==> src/sensor_defs.svh <==
`ifndef SENSOR_DEFS_SVH
`define SENSOR_DEFS_SVH

// ==========================================================
// i2c slave addresses selected by the address strap
// ==========================================================
`define ADDR_STRAP_LOW_SLAVE    7'h70
`define ADDR_STRAP_HIGH_SLAVE   7'h56
`define SLAVE_ADDR_WIDTH        7

// ==========================================================
// raw measurement layout
// ==========================================================
`define RAW_WIDTH               24
`define RAW_BYTES               3
`define BYTE_WIDTH              8

// ==========================================================
// timing
// ==========================================================
`define SYS_CLK_PERIOD_NS       5
`define STANDBY_UNIT_NS         1000000
`define STANDBY_UNIT_CYCLES     (`STANDBY_UNIT_NS / `SYS_CLK_PERIOD_NS)
`define STANDBY_SEL_WIDTH       3
`define TIMER_WIDTH             32

// ==========================================================
// reset values
// ==========================================================
`define RESET_SPI_MODE          1'b0
`define RESET_RAW_BYTE          8'h00

`endif

==> src/sensor_pkg.sv <==
package sensor_pkg;

	// ==========================================================
	// power mode field of the measurement control register
	// ==========================================================
	typedef enum logic [1:0] {
		PMODE_SLEEP      = 2'h0,
		PMODE_FORCED     = 2'h1,
		PMODE_FORCED_ALT = 2'h2,
		PMODE_NORMAL     = 2'h3
	} power_mode_t;

	// ==========================================================
	// measurement sequencer states, one-hot
	// ==========================================================
	typedef enum logic [2:0] {
		ST_IDLE    = 3'h1,
		ST_MEASURE = 3'h2,
		ST_STANDBY = 3'h4
	} meas_state_t;

endpackage : sensor_pkg

==> src/interval_timer.sv <==
`timescale 1ns/1ps

// ==========================================================
// down counter for the standby period
// ==========================================================
module interval_timer (
	input  wire logic        sys_clk,
	input  wire logic        rst_n,
	input  wire logic        clk_en,
	input  wire logic        load,
	input  wire logic [31:0] load_value,
	output logic             expired,
	output logic             busy
);

	// remaining cycles
	logic [31:0] remain;

	// ==========================================================
	// count down, one-cycle expiry pulse at the end
	// ==========================================================
	always_ff @(posedge sys_clk) begin
		if (!rst_n) begin
			remain  <= 32'h0;
			busy    <= 1'b0;
			expired <= 1'b0;
		end else if (clk_en) begin
			expired <= 1'b0;
			if (load) begin
				// zero load still waits one cycle
				remain <= (load_value == 32'h0) ? 32'h1 : load_value;
				busy   <= 1'b1;
			end else if (busy) begin
				if (remain == 32'h1) begin
					busy    <= 1'b0;
					expired <= 1'b1;
				end
				remain <= remain - 32'h1;
			end
		end
	end

endmodule : interval_timer

==> src/pressure_sensor_mode_and_comp.sv <==
`timescale 1ns/1ps
`include "sensor_defs.svh"

// Functional notes
// [RQ1] i2c address 70h strap low, 56h high
// [RQ2] spi three-wire when select 1, else four-wire
// [RQ3] chip select high keeps i2c slave
// [RQ4] chip select low switches to spi
// [RQ5] spi mode sticks until reset
// [RQ6] reset starts in i2c mode
// [RQ7] three power modes chosen by register write
// [RQ8] sleep does no measurement, registers stay usable
// [RQ9] forced: one measurement, store, back to sleep
// [RQ10] normal: measure, standby by 3-bit field, repeat
// [RQ11] host order: setup, coefficients, mode, temp, pressure
// [RQ12] host temperature polynomial, divide by 256
// [RQ13] raw readings 20-24 bits over byte registers
// [RQ14] host pressure polynomial from raw pressure
// [RQ15] host coefficient A plus S word over 32767
// [RQ16] host offset coefficients from three registers, /16
// [RQ17] host treats coefficient words as signed
module pressure_sensor_mode_and_comp
#(
	parameter int STANDBY_UNIT_CYCLES = `STANDBY_UNIT_CYCLES
) (
	input  wire logic                          sys_clk,
	input  wire logic                          rst_n,
	input  wire logic                          clk_en,
	input  wire logic                          mode_strap_chip_select,
	input  wire logic                          addr_strap,
	input  wire logic                          link_clk,
	input  wire logic                          three_wire_select,
	input  wire logic                          power_mode_wr,
	input  sensor_pkg::power_mode_t            power_mode_req,
	input  wire logic [`STANDBY_SEL_WIDTH-1:0] standby_sel,
	input  wire logic                          adc_done,
	input  wire logic [`RAW_WIDTH-1:0]         adc_temp,
	input  wire logic [`RAW_WIDTH-1:0]         adc_press,
	input  wire logic                          data_read,
	output logic                               spi_mode,
	output logic                               i2c_mode,
	output logic [`SLAVE_ADDR_WIDTH-1:0]       slave_addr,
	output logic                               three_wire_active,
	output logic                               four_wire_active,
	output sensor_pkg::power_mode_t            power_mode,
	output logic                               measuring,
	output logic                               adc_start,
	output logic [`RAW_WIDTH-1:0]              temp_raw_regs,
	output logic [`RAW_WIDTH-1:0]              pressure_raw_regs,
	output logic                               data_ready,
	output logic                               link_clk_rise
);
	import sensor_pkg::*;

	// ==========================================================
	// pin synchronisers
	// ==========================================================
	logic        cs_s1;       // first stage, read only by cs_s2
	logic        cs_s2;       // chip select, safe to use
	logic        addr_s1;     // first stage
	logic        addr_s2;     // address strap, safe to use
	logic        lclk_s1;     // first stage
	logic        lclk_s2;     // link clock level
	logic        lclk_prev;   // last link clock level for edges

	// sequencer
	meas_state_t state;       // current sequencer state
	logic        timer_load;  // starts the standby count
	logic        timer_expired;
	logic        timer_busy;
	logic [31:0] standby_cycles;
	logic        forced_now;  // forced mode in either encoding
	logic        meas_end;    // measurement finishes this cycle

	// ==========================================================
	// two flip-flops on chip select, address strap and link clock before any logic
	// ==========================================================
	always_ff @(posedge sys_clk) begin
		if (!rst_n) begin
			cs_s1   <= 1'b1;
			cs_s2   <= 1'b1;
			addr_s1 <= 1'b0;
			addr_s2 <= 1'b0;
			lclk_s1 <= 1'b0;
			lclk_s2 <= 1'b0;
		end else if (clk_en) begin
			cs_s1   <= mode_strap_chip_select;
			cs_s2   <= cs_s1;
			addr_s1 <= addr_strap;
			addr_s2 <= addr_s1;
			lclk_s1 <= link_clk;
			lclk_s2 <= lclk_s1;
		end
	end

	// ==========================================================
	// link clock edge finder, drives the link_clk_rise output
	// ==========================================================
	always_ff @(posedge sys_clk) begin
		if (!rst_n) begin
			lclk_prev     <= 1'b0;
			link_clk_rise <= 1'b0;
		end else if (clk_en) begin
			lclk_prev     <= lclk_s2;
			// only the synchronised copy is compared
			link_clk_rise <= lclk_s2 & ~lclk_prev;
		end
	end

	// ==========================================================
	// interface mode latch
	// ==========================================================
	// a low chip select is one-way: only reset returns to i2c
	always_ff @(posedge sys_clk) begin
		if (!rst_n) begin
			spi_mode <= `RESET_SPI_MODE; // RQ6
			i2c_mode <= ~`RESET_SPI_MODE; // RQ6
		end else if (clk_en) begin
			if (!cs_s2) begin
				spi_mode <= 1'b1; // RQ4
				i2c_mode <= 1'b0; // RQ4
			end else begin
				// high chip select never leaves spi again
				spi_mode <= spi_mode; // RQ5
				i2c_mode <= ~spi_mode; // RQ3
			end
		end
	end

	// ==========================================================
	// i2c slave address from the strap
	// ==========================================================
	always_ff @(posedge sys_clk) begin
		if (!rst_n) begin
			slave_addr <= `ADDR_STRAP_LOW_SLAVE;
		end else if (clk_en) begin
			// strap is re-read every cycle, no latching at reset
			slave_addr <= addr_s2 ? `ADDR_STRAP_HIGH_SLAVE
			                      : `ADDR_STRAP_LOW_SLAVE; // RQ1
		end
	end

	// ==========================================================
	// spi wiring choice
	// ==========================================================
	always_ff @(posedge sys_clk) begin
		if (!rst_n) begin
			three_wire_active <= 1'b0;
			four_wire_active  <= 1'b0;
		end else if (clk_en) begin
			// both low while still in i2c
			three_wire_active <= spi_mode & three_wire_select; // RQ2
			four_wire_active  <= spi_mode & ~three_wire_select; // RQ2
		end
	end

	// ==========================================================
	// power mode field
	// ==========================================================
	assign forced_now = (power_mode == PMODE_FORCED) || (power_mode == PMODE_FORCED_ALT);
	assign meas_end   = (state == ST_MEASURE) && adc_done;

	// a host write in the same cycle as the forced end wins
	always_ff @(posedge sys_clk) begin
		if (!rst_n) begin
			power_mode <= PMODE_SLEEP;
		end else if (clk_en) begin
			if (power_mode_wr) begin
				power_mode <= power_mode_req; // RQ7
			end else if (meas_end && forced_now) begin
				power_mode <= PMODE_SLEEP; // RQ9
			end
		end
	end

	// ==========================================================
	// standby length: unit doubled per step of the field
	// ==========================================================
	assign standby_cycles = 32'(STANDBY_UNIT_CYCLES) << standby_sel; // RQ10

	// ==========================================================
	// measurement sequencer
	// ==========================================================
	always_ff @(posedge sys_clk) begin
		if (!rst_n) begin
			state      <= ST_IDLE;
			adc_start  <= 1'b0;
			measuring  <= 1'b0;
			timer_load <= 1'b0;
		end else if (clk_en) begin
			adc_start  <= 1'b0;
			timer_load <= 1'b0;
			case (state)
				ST_IDLE: begin
					// sleep leaves the converter alone
					if (power_mode != PMODE_SLEEP) begin // RQ8
						state     <= ST_MEASURE;
						adc_start <= 1'b1;
						measuring <= 1'b1;
					end
				end
				ST_MEASURE: begin
					// a started conversion always runs to its end
					if (adc_done) begin
						measuring <= 1'b0;
						if (power_mode == PMODE_NORMAL) begin
							state      <= ST_STANDBY; // RQ10
							timer_load <= 1'b1;
						end else begin
							state <= ST_IDLE; // RQ9
						end
					end
				end
				ST_STANDBY: begin
					if (power_mode != PMODE_NORMAL) begin
						state <= ST_IDLE;
					end else if (timer_expired) begin
						state     <= ST_MEASURE; // RQ10
						adc_start <= 1'b1;
						measuring <= 1'b1;
					end
				end
				default: begin
					state <= ST_IDLE;
				end
			endcase
		end
	end

	// standby counter
	interval_timer u_standby (
		.sys_clk    (sys_clk),
		.rst_n      (rst_n),
		.clk_en     (clk_en),
		.load       (timer_load),
		.load_value (standby_cycles),
		.expired    (timer_expired),
		.busy       (timer_busy)
	);

	// ==========================================================
	// raw result byte registers, one per byte lane
	// ==========================================================
	generate
		for (genvar gi = 0; gi < `RAW_BYTES; gi++) begin : g_raw_byte
			always_ff @(posedge sys_clk) begin
				if (!rst_n) begin
					temp_raw_regs[gi*8 +: 8]     <= `RESET_RAW_BYTE;
					pressure_raw_regs[gi*8 +: 8] <= `RESET_RAW_BYTE;
				end else if (clk_en && meas_end) begin
					// both readings land together, never half old
					temp_raw_regs[gi*8 +: 8]     <= adc_temp[gi*8 +: 8]; // RQ13
					pressure_raw_regs[gi*8 +: 8] <= adc_press[gi*8 +: 8]; // RQ13
				end
			end
		end
	endgenerate

	// ==========================================================
	// new data flag, set wins over the host read
	// ==========================================================
	always_ff @(posedge sys_clk) begin
		if (!rst_n) begin
			data_ready <= 1'b0;
		end else if (clk_en) begin
			if (meas_end) begin
				data_ready <= 1'b1; // RQ9
			end else if (data_read) begin
				data_ready <= 1'b0;
			end
		end
	end
endmodule : pressure_sensor_mode_and_comp

==> config.mk <==
export PLATFORM = sky130hd
export DESIGN_NAME = pressure_sensor_mode_and_comp
export DESIGN_NICKNAME = d
export VERILOG_FILES = /design/src/sensor_pkg.sv /design/src/interval_timer.sv /design/src/pressure_sensor_mode_and_comp.sv
export VERILOG_INCLUDE_DIRS = /design/src
export SDC_FILE = /design/constraint.sdc
export NUM_CORES = 1
export LEC_CHECK = 0
export ABC_CLOCK_PERIOD_IN_PS = 2650
export BUFFER_PORTS_ARGS = -buffer_cell sky130_fd_sc_hd__buf_2
export CAP_MARGIN = 10
export CORE_ASPECT_RATIO = 2
export CORE_UTILIZATION = 45
export DETAILED_ROUTE_END_ITERATION = 16
export PLACE_DENSITY = 0.76
export SLEW_MARGIN = 15
export SYNTH_ARGS = -nofsm -noshare
export SYNTH_HDL_FRONTEND = slang
export SYNTH_HIERARCHICAL = 1
export SYNTH_SLANG_ARGS = --single-unit
==> constraint.sdc <==
create_clock -name sys_clk -period 2.65 [get_ports sys_clk]
set_input_delay 0.265 -clock sys_clk [delete_from_list [all_inputs] [get_ports sys_clk]]
set_output_delay 0.265 -clock sys_clk [all_outputs]
set_load 0.005 [all_outputs]
==> results.md, run 1 <==
* Status: finished clean
* Hold-fix buffers, CTS at 0
* Hold Crit Start: mode_strap_chip_select
* Synth top area share at 39.1%
* Psw at between 0.7 and 0.8 mW
* H-tree Lvls at 3
* Reg clk slew, reported paths at around 80 ps
* Internal power consumption at 2.35 mW
* Crit Path Category: register to register
* Setup_tns at 0 ps
* Part of the power in the clock network at 41.9%
* First-pass GRT wire length at between 20,000 and 25,000 µm
* # Max-Cap Violations at 0
* Storage element area at 2100 µm²
* Routed vias at 5,167
* Fin crit period at around 2200 ps
* Worst EP required at 2940 ps
* Post-CTS Setup Inserts at 0
* Yosys cell types at 72
* Rows at 56
* Clock skew at 9.52 ps
* DRT antenna net count at 0
* Initial antenna violation count at 0
* Static leakage at 2.73 nW
* EDFF count, synth at 0
* Total grt overflow at 0
* GP Congestion at 0.904
* First-pass DRT Iterations at 5
* Resized Gates After CTS at 0
* Seq/Total Area, Yosys at between 30% and 40%
* Tcrit/Tclk final at between 80% and 90%
* CTS root buf: clkbuf_16
* Mapped Cells at 658
* Layout cell share with drive strength beyond 1 at 21.8%
* Mapped Avg Cell Area at 8.17 µm²
* TritonCTS clock tree: built
* RSZ-0062 raised after global routing: no
* Worst skew pair latency at ~350 ps
* Clock sink count at 105
* Crit Path Max Fanout at 7
* Switching portion of total power at 24.4%
* N_diodes at 0
* Die Width at 79.3 µm
* FFs w/ async S/R, synth at 0%
* Hold Crit Class: input pin to register
* Dpl hpwl at 10,200 µm
* Initial Utilization at 46.0%
* Slew @ Worst Pin at around 700 ps
* Initial DRC Count at 300
* Crit path DAT at 2530 ps
* DRC viols at 0
* Final Setup Violations at 0
* CTS Buffer Depth at 2
* Startpoint types: register
* Synth Flop Type: dfxtp_1
* Area of the multi-input gates at 3100 µm²
* Combinational Power Share at about 6.5%
* Die area at 12,400 µm²
* Post-synthesis register bit count at 105
* Core box area at 11,700 µm²
* Synth warnings at 6
* WL/cell at around 15 µm
* Total track usage at roughly 23%
* Worst Setup SP: u_standby/remain[0]
* Placed Cells at 921
* Pwr/cell area at 480 nW/µm²
* Vias in the first global route at 4,848
* Peak supply drop at 390 µV
* Final Slew Violations at 0
* Final nets at 863
* CP max stage delay at 540 ps
* Final hold viol count at 0
* Maximum clock rate at 446 MHz
* Die Ht at 157 µm
* Post-Place Cell Area at 6180 µm²
* Cell taking the most area after synthesis: dfxtp_1
* Synth area leaders: dfxtp_1 (39%), nand2_1 (9.0%), a21boi_1 (4.3%)
* I/O Buffers at 123
* Via/cell ratio at 5.51
* Final instance area at 6470 µm²
* Max-slew headroom at 53.1%
* Sequential power share at 51.6%
* Worst path cell trace: inv_1 -> ha_1 -> or3b_1 -> nor4_2 -> and3_1 -> o21ai_1 -> a21oi_1
* Slowest stage cell on the critical path: nor4_2
* I/O pin count at 128
* Worst hold slack at between 100 and 150 ps
* Crit end category: register
* Largest net degree at the start of global routing at 52
* Fillers at 1,091
* CTS Buf Count at 9
* Mapped Area at ~5400 µm²
* Area Growth Syn to Fin at 20.3%
* Final WL at around 14,000 µm
* Post-route insts no fill at 937
* Worst r2r src: u_standby/remain[0]
[power by group through the flow]
| stage | logic [mW] | registers [mW] | clock network [mW] |
|---|---|---|---|
| 4_1_cts | 0.203 | 1.60 | 1.33 |
| 6_report | 0.202 | 1.60 | 1.30 |
| 2_1_floorplan | 0.124 | 1.63 | 0 |
| 3_5_place_dp | 0.202 | 1.64 | 0 |
| 5_1_grt | 0.227 | 1.60 | 1.38 |
| 3_3_place_gp | 0.200 | 1.64 | 0 |
[cell usage in the layout (no fill, tap or decap), drive strengths merged, types with 13 or more instances in the layout]
master,count
nor4,15
buf,139
ha,13
inv,13
o21ai,29
a21boi,55
nor2,35
a21oi,28
nand3,16
nand2,129
conb,30
dfxtp,105
[sequential cells by signal (all words and copies together), names as in the netlist, 2 cells and up]
register / flops
power_mode: 2
pressure_raw_regs: 24
slave_addr: 2
state: 3
temp_raw_regs: 24
u_standby/remain: 32
[critical path: cells and delay by family, from the launching register on]
family | cells | cell delay, ps
compound gates | 2 | 240
fa+ha+maj | 1 | 170
flops | 1 | 380
buf+inv | 1 | 90
simple gates | 3 | 1300
[per-stage QoR]
stage	worst slack [ps]	total power, mW	utilization, %
after floorplan	454	1.76	-
after CTS	399	3.13	55.3
after global placement	140	1.84	52.8
final	406	3.10	55.3
after global routing	129	3.21	55.3
after detailed placement	104	1.84	52.8
[per-layer routing]
metal	GRT usage (%)	part of all wire, %
met1	24.8	38
met2	41.9	53
met3	3.27	4.3
met4	13.2	4.6
met5	0	0
[kinds of logic after synthesis]
| kind of cell | after synthesis | share of synthesized area (%) |
|---|---|---|
| adders and majority gates | 13 | 3.02 |
| buffers and inverters | 62 | 5.35 |
| DFF | 105 | 39.1 |
| xor gates and xnor gates | 8 | 1.30 |
| muxes | 12 | 2.28 |
| and+or+nand+nor | 286 | 27.4 |
| other | 2 | 0.140 |
| AOI/OAI and AO/OA | 170 | 21.4 |
[Yosys cell counts, drive strengths merged, types with 6 or more instances]
master	n
nand2	129
dfxtp	105
a21boi	55
nor2	35
clkbuf	31
o21ai	29
a21oi	28
buf	18
nand3	16
nor4	15
ha	13
inv	11
nand4	11
nor2b	11
nor3	11
o211ai	11
mux2i	10
a31oi	9
or4	8
xor2	8
and3	7
nand2b	7
or3	7
and2	6
[final cells by class]
class	count	share of cell area (%)
multi-input cells	519	47.9
flip-flops and latches	105	32.5
repair buffers	139	11.6
clock buffers	10	3.54
well taps	145	2.80
clock inverters	6	0.967
inverters	13	0.754
[worst paths after layout]
| path | cells past startpoint | slack (ps) | endpoint |
|---|---|---|---|
| hold / removal | 3 | 130 | cs_s1 |
| setup / recovery | 7 | 410 | u_standby/remain[22] |
| setup reg to reg | 7 | 410 | u_standby/remain[22] |
| hold reg to reg | 2 | 450 | temp_raw_regs[18] |
No activity file was read; power rests on OpenSTA's default activity.
==> run 2: changes to the inputs <==
- ABC_AREA: unset -> 1
- ABC_CLOCK_PERIOD_IN_PS: 2650 -> 2300
- clock period: 2.65 -> 2.3 ns (I/O delays scaled with it)
==> run 2 against run 1 <==
Wire length is 11% higher. Largest power group unchanged. Via count is 9.6% higher. Synthesized cell count is 24% higher. Worst hold slack worse by 38 ps. Final cell count is 17% higher. Register-to-register slack better by 250 ps. Largest cell class unchanged. Sequential share of layout area is 0.17 points lower. Critical path depth is 3 higher. Sequential power is 17% higher. Utilization hardly changed. Clock skew is 1.3 ps higher.
==> results.md, run 2 <==
* Status: finished clean (unchanged)
* Post-synthesis register bit count at 105 (unchanged)
* Final Slew Violations at 0 (unchanged)
* Final hold viol count at 0 (unchanged)
* Top reg by flops: u_standby/remain (unchanged)
* Total grt overflow at 0 (unchanged)
* I/O Buffers at 123 (unchanged)
* Rows at 56 (unchanged)
* Final nets at 1,022 (was 863)
* Crit Path Category: register to register (unchanged)
* Dpl hpwl at 11,300 µm (was 10,200 µm)
* Peak supply drop at 451 µV (was 390 µV)
* # Max-Cap Violations at 0 (unchanged)
* First-pass DRT Iterations at 5 (unchanged)
* Commonest non-fill, non-tap cell in the layout: nor2_1 (was nand2_1)
* RSZ-0062 raised after global routing: no (unchanged)
* GP Congestion at 0.938 (was 0.904)
* Hold-fix buffers, CTS at 0 (unchanged)
* Area Growth Syn to Fin at 18.5% (was 20.3%)
* Fillers at 1,197 (was 1,091)
* Synth warnings at 6 (unchanged)
* Largest regs: u_standby/remain x32, pressure_raw_regs x24, temp_raw_regs x24 (unchanged)
* CTS Buf Count at 9 (unchanged)
* Pwr/cell area at 566 nW/µm² (was 480 nW/µm²)
* Total track usage at 25.4% (was 23.1%)
* DRC viols at 0 (unchanged)
* Max-slew headroom at 45.4% (was 53.1%)
* Initial DRC Count at 390 (was 300)
* Startpoint types: register (unchanged)
* Yosys cell types at 37 (was 72)
* CTS root buf: clkbuf_16 (unchanged)
* Crit Path Max Fanout at 5 (was 7)
* Clock sink count at 105 (unchanged)
* Reg clk slew, reported paths at 80 ps (about the same)
* Hold Crit Class: input pin to register (unchanged)
* Via/cell ratio at 5.17 (was 5.51)
* FFs w/ async S/R, synth at 0% (unchanged)
* Initial antenna violation count at 0 (unchanged)
* DRT antenna net count at 0 (unchanged)
* Post-CTS Setup Inserts at 0 (unchanged)
* Vias in the first global route at 5,405 (was 4,848)
* Cell taking the most area after synthesis: dfxtp_1 (unchanged)
* Final Setup Violations at 0 (unchanged)
* Synth Flop Type: dfxtp_1 (unchanged)
* Worst skew pair latency at 350 ps (about the same)
* Clock skew at 10.8 ps (was 9.52 ps)
* Top-count cell post-synth: nor2_1 (was nand2_1)
* Mapped Cells at 818 (was 658)
* Layout cell share with drive strength beyond 1 at 18.8% (was 21.8%)
* Mapped Avg Cell Area at 6.71 µm² (was 8.17 µm²)
* Crit end category: register (unchanged)
* Max reg flops at 32 (unchanged)
* Largest net degree at the start of global routing at 55 (was 52)
* Mapped Area at 5490 µm² (was 5380 µm²)
* Slew @ Worst Pin at 818 ps (was 703 ps)
* H-tree Lvls at 3 (unchanged)
* CTS Buffer Depth at 2 (unchanged)
* Crit path DAT at 1930 ps (was 2530 ps)
* Synth top cells by count: nor2_1 (201), nand2_1 (132), dfxtp_1 (105) (was nand2_1 (129), dfxtp_1 (105), nor2_1 (34))
* Static leakage at 3.48 nW (was 2.73 nW)
* Initial Utilization at 46.6% (was 46.0%)
* Tcrit/Tclk final at 71.7% (was 84.7%)
* Synth top area share at 38.3% (was 39.1%)
* N_diodes at 0 (unchanged)
* Seq/Total Area, Yosys at 38.3% (was 39.1%)
* First-pass GRT wire length at 24,800 µm (was 22,600 µm)
* Resized Gates After CTS at 0 (unchanged)
* Final Util at 55.3% (about the same)
* Synth area leaders: dfxtp_1 (38%), nor2_1 (14%), nand2_1 (9.0%) (was dfxtp_1 (39%), nand2_1 (9.0%), a21boi_1 (4.3%))
* I/O pin count at 128 (unchanged)
* WL/cell at 14.1 µm (was 14.9 µm)
* Core box area at 11,800 µm² (was 11,700 µm²)
* TritonCTS clock tree: built (unchanged)
* Die Ht at 158 µm (was 157 µm)
* Fin crit period at 1650 ps (was 2240 ps)
* Die Width at 80.1 µm (was 79.3 µm)
* EDFF count, synth at 0 (unchanged)
* Most frequent cells in the layout: nor2_1 (201), nand2_1 (132), buf_2 (123) (was nand2_1 (129), buf_2 (123), dfxtp_1 (105))
* Setup_tns at 0 ps (unchanged)
* Die area at 12,700 µm² (was 12,400 µm²)
* Final WL at 15,500 µm (was 14,000 µm)
* Worst EP required at 2580 ps (was 2940 ps)
* Maximum clock rate at 607 MHz (was 446 MHz)
* Routed vias at 5,661 (was 5,167)
-- run 2: cell count changes in the layout (fill, tap and decap cells not counted), sizes merged, moves of 28 or more --
| cell | change |
|---|---|
| nor2 | +179 |
| a21oi | +28 |
| a21boi | -55 |
| inv | +46 |
| o21ai | +69 |
| nand3 | +39 |
-- run 2: critical path: stages (launching register included) --
cell and delay [ps]:
dfxtp_1 340, inv_1 150, ha_1 250, nand2_2 130, nor2_8 200, nand2_4 90
clkinv_2 100, nand2_1 60, nand2_1 50, nand3_1 60, a21oi_1 150
-- run 2: final timing paths --
| kind | from | endpoint | slack [ps] | depth (start not counted) |
|---|---|---|---|---|
| min | adc_press[17] | pressure_raw_regs[17] | 100 | 3 |
| max | u_standby/remain[0] | u_standby/remain[18] | 650 | 10 |
| max reg2reg | u_standby/remain[0] | u_standby/remain[18] | 650 | 10 |
| min reg2reg | slave_addr[5] | slave_addr[5] | 450 | 1 |
-- run 2: logic make-up after synthesis --
logic type                 count (synthesis)  synth area share [%]
and+or+nand+nor                          427                  33.6
DFF                                      105                  38.3
AOI/OAI and AO/OA                        171                  16.5
buffers and inverters                     99                  8.43
xor gates and xnor gates                   1                 0.160
other                                      2                 0.137
adders and majority gates                 13                  2.96
-- run 2: cell type report --
cell class / instances / area [µm²] / share of cell area (%)
well taps: 145 / 181 / 2.79
repair buffers: 130 / 681 / 10.5
multi-input cells: 642 / 3030 / 46.6
inverters: 58 / 219 / 3.37
clock buffers: 10 / 229 / 3.52
flip-flops and latches: 105 / 2100 / 32.3
clock inverters: 6 / 62.6 / 0.962
-- run 2: through the flow --
stage | instances | area [µm²] | setup WS (ps) | hold slack, ps | power [mW]
after floorplan | 846 | 5600 | 913 | 356 | 2.09
after global routing | 1096 | 6500 | 495 | 91.2 | 3.83
after detailed placement | 1080 | 6210 | 541 | 440 | 2.22
after global placement | 1080 | 6210 | 540 | 434 | 2.21
final | 1096 | 6500 | 651 | 97.2 | 3.68
after CTS | 1096 | 6500 | 630 | 87.7 | 3.72
-- run 2: routing by layer --
layer	GRT usage, %	wire [µm]	vias to the layer above
li1	-	-	2871
met1	25.4	5750	2536
met2	47.7	8210	198
met3	4.21	678	56
met4	15.1	814	0
met5	0	0	-
-- run 2: power breakdown --
part           internal (mW)  switching [mW]  total [mW]
clock network          0.765           0.743        1.51
logic                  0.120           0.179       0.299
registers               1.85          0.0248        1.88
==> run 3: changes to the inputs <==
- ABC_CLOCK_PERIOD_IN_PS: 2300 -> 1500
- PLACE_DENSITY: 0.76 -> 0.78
- clock period: 2.3 -> 1.5 ns (I/O delays scaled with it)
==> run 3 against run 2 <==
Clock skew is 3.1 ps lower. Clock power rose by 56%. Utilization increased by 3.0 points. Count of clock-buffer cells in the layout is the same. Flip-flop and latch count unchanged. Critical endpoint is now u_standby/remain[10].
==> results.md, run 3 (synthesis gave the netlist of run 2 again) <==
* CP most frequent cell: a21oi_1 (was nand2_1)
* Hold Crit Start: adc_temp[23] (was adc_press[17])
* Static leakage at 3.66 nW (was 3.48 nW)
* Fillers at 1,169 (was 1,197)
* Layout cell share with drive strength beyond 1 at 23.1% (was 18.8%)
* Initial DRC Count at 350 (was 390)
* Core box area at 11,800 µm² (unchanged)
* Initial antenna violation count at 0 (unchanged)
* Worst EP required at 1730 ps (was 2580 ps)
* H-tree Lvls at 3 (unchanged)
* # Max-Cap Violations at 0 (unchanged)
* Final instance area at 6850 µm² (was 6500 µm²)
* Hold Crit Class: input pin to register (unchanged)
* Tcrit/Tclk final at 94.9% (was 71.7%)
* N_diodes at 0 (unchanged)
* Peak supply drop at 869 µV (was 451 µV)
* CP top delay family: compound AO/OA/AOI/OAI gates (was simple AND/OR/NAND/NOR gates)
* Total track usage at 25.7% (was 25.4%)
* Startpoint types: register (unchanged)
* Via/cell ratio at 5.19 (was 5.17)
* Reg2reg path depth at 5 (was 10)
* Area Growth Syn to Fin at 24.8% (was 18.5%)
* DRC viols at 0 (unchanged)
* Die area at 12,700 µm² (unchanged)
* Worst path cell trace: nand2_1 -> nand2_2 -> inv_2 -> a21oi_1 -> a21oi_1 (was inv_1 -> ha_1 -> nand2_2 -> nor2_8 -> nand2_4 -> clkinv_2 -> nand2_1 -> nand2_1 -> nand3_1 -> a21oi_1)
* Worst hold slack at 16.1 ps (was 97.2 ps)
* RR Endpoint: u_standby/remain[10] (was u_standby/remain[18])
* Total grt overflow at 0 (unchanged)
* I/O Buffers at 123 (unchanged)
* Slowest stage cell on the critical path: dfxtp_1 (unchanged)
* Status: finished clean (unchanged)
* RSZ-0062 raised after global routing: yes (was no)
* I/O pin count at 128 (unchanged)
* Pwr/cell area at 836 nW/µm² (was 566 nW/µm²)
* Die Width at 80.1 µm (unchanged)
* Final WL at 16,000 µm (was 15,500 µm)
* Most frequent cells in the layout: nor2_1 (191), nand2_1 (129), buf_2 (123) (was nor2_1 (201), nand2_1 (132), buf_2 (123))
* First-pass DRT Iterations at 4 (was 5)
* Final Util at 58.2% (was 55.3%)
* WL/cell at 14.2 µm (was 14.1 µm)
* CTS Buffer Depth at 2 (unchanged)
* TritonCTS clock tree: built (unchanged)
* Post-Place Cell Area at 6460 µm² (was 6210 µm²)
* CTS Buf Count at 9 (unchanged)
* Largest regs: u_standby/remain x32, pressure_raw_regs x24, temp_raw_regs x24 (unchanged)
* DRT antenna net count at 0 (unchanged)
* Final nets at 1,050 (was 1,022)
* Rows at 56 (unchanged)
* Crit Path Category: register to register (unchanged)
* Final hold viol count at 0 (unchanged)
* Maximum clock rate at 703 MHz (was 607 MHz)
* Depth of the worst hold-timing path at 3 (unchanged)
* Largest net degree at the start of global routing at 44 (was 55)
* Commonest non-fill, non-tap cell in the layout: nor2_1 (unchanged)
* CP bufs+invs at 1 (was 2)
* Worst skew pair latency at 350 ps (about the same)
* CP max stage delay at 340 ps (about the same)
* Fin crit period at 1420 ps (was 1650 ps)
* Clock sink count at 105 (unchanged)
* Max reg flops at 32 (unchanged)
* GP Congestion at 0.912 (was 0.938)
* Reg clk slew, reported paths at 80 ps (about the same)
* Dpl hpwl at 11,700 µm (was 11,300 µm)
* Clock skew at 7.68 ps (was 10.8 ps)
* Crit Path Max Fanout at 19 (was 5)
* Final Slew Violations at 0 (unchanged)
* Hold-fix buffers, CTS at 0 (unchanged)
* Total Power at 5.73 mW (was 3.68 mW)
* Worst r2r src: u_standby/busy (was u_standby/remain[0])
* Routed vias at 5,829 (was 5,661)
* Hold Path Sink: temp_raw_regs[23] (was pressure_raw_regs[17])
* Crit end category: register (unchanged)
* Worst R2R Setup Slack at 80 ps (was 650 ps)
* Setup_tns at 0 ps (unchanged)
* Die Ht at 158 µm (unchanged)
* Vias in the first global route at 5,671 (was 5,405)
* Initial Utilization at 46.6% (unchanged)
* Top reg by flops: u_standby/remain (unchanged)
* CTS root buf: clkbuf_16 (unchanged)
* Crit path DAT at 1650 ps (was 1930 ps)
* First-pass GRT wire length at 25,100 µm (was 24,800 µm)
* Final Setup Violations at 0 (unchanged)
-- run 3: cell types whose count changed in the layout (fill, tap and decap cells not counted), moves of 3 or more --
cell     before  now
nand2_1     132  129
buf_4         6   29
nor2_2        6   12
nor2_4        5    9
nor2_1      201  191
buf_12        1    6
-- run 3: how the worst max path moves through the flow --
stage	from	to	slack, ps	cells past startpoint
after floorplan	u_standby/remain[0]	u_standby/remain[28]	110	10
after global placement	standby_sel[0]	u_standby/remain[0]	-60	12
after detailed placement	standby_sel[0]	u_standby/remain[0]	-70	12
after CTS	u_standby/remain[0]	u_standby/remain[26]	2	9
after global routing	u_standby/remain[0]	u_standby/remain[21]	-30	10
final	u_standby/busy	u_standby/remain[10]	80	5
-- run 3: worst min-delay path, stage by stage --
cell    delay [ps]
buf_2           70
nor2_1          30
nor2_1          80
-- run 3: timing repair --
item,CTS,global route
resized for setup,0,25
buffers inserted,0,3
endpoints found under the setup margin,0,25
-- run 3: where the power goes --
part | internal [mW] | switching (mW) | total (mW)
sequential | 2.84 | 0.0373 | 2.88
clock | 1.21 | 1.14 | 2.35
combinational | 0.213 | 0.287 | 0.500
total | 4.26 | 1.47 | 5.73
-- run 3: through the flow --
step	instances	worst slack (ps)
6_report	1124	76.6
3_3_place_gp	1105	-55.4
4_1_cts	1121	1.84
2_1_floorplan	846	113
3_5_place_dp	1105	-70.5
5_1_grt	1124	-34.5
-- run 3: area by class of cell --
type	instances	area, µm²	area share [%]
sequential	105	2100	30.7
clock inverter	6	56.3	0.821
tap	145	181	2.65
multi-input combinational	642	3100	45.2
inverter	58	219	3.19
timing repair buffer	158	953	13.9
clock buffer	10	239	3.49
-- run 3: routing by layer --
metal | track usage [%] | vias to the layer above | wire, µm
met5 | 0 | - | 0
met4 | 18.7 | 0 | 884
met3 | 3.69 | 67 | 714
met2 | 48.8 | 194 | 8780
met1 | 24.0 | 2648 | 5640
li1 | - | 2920 | -
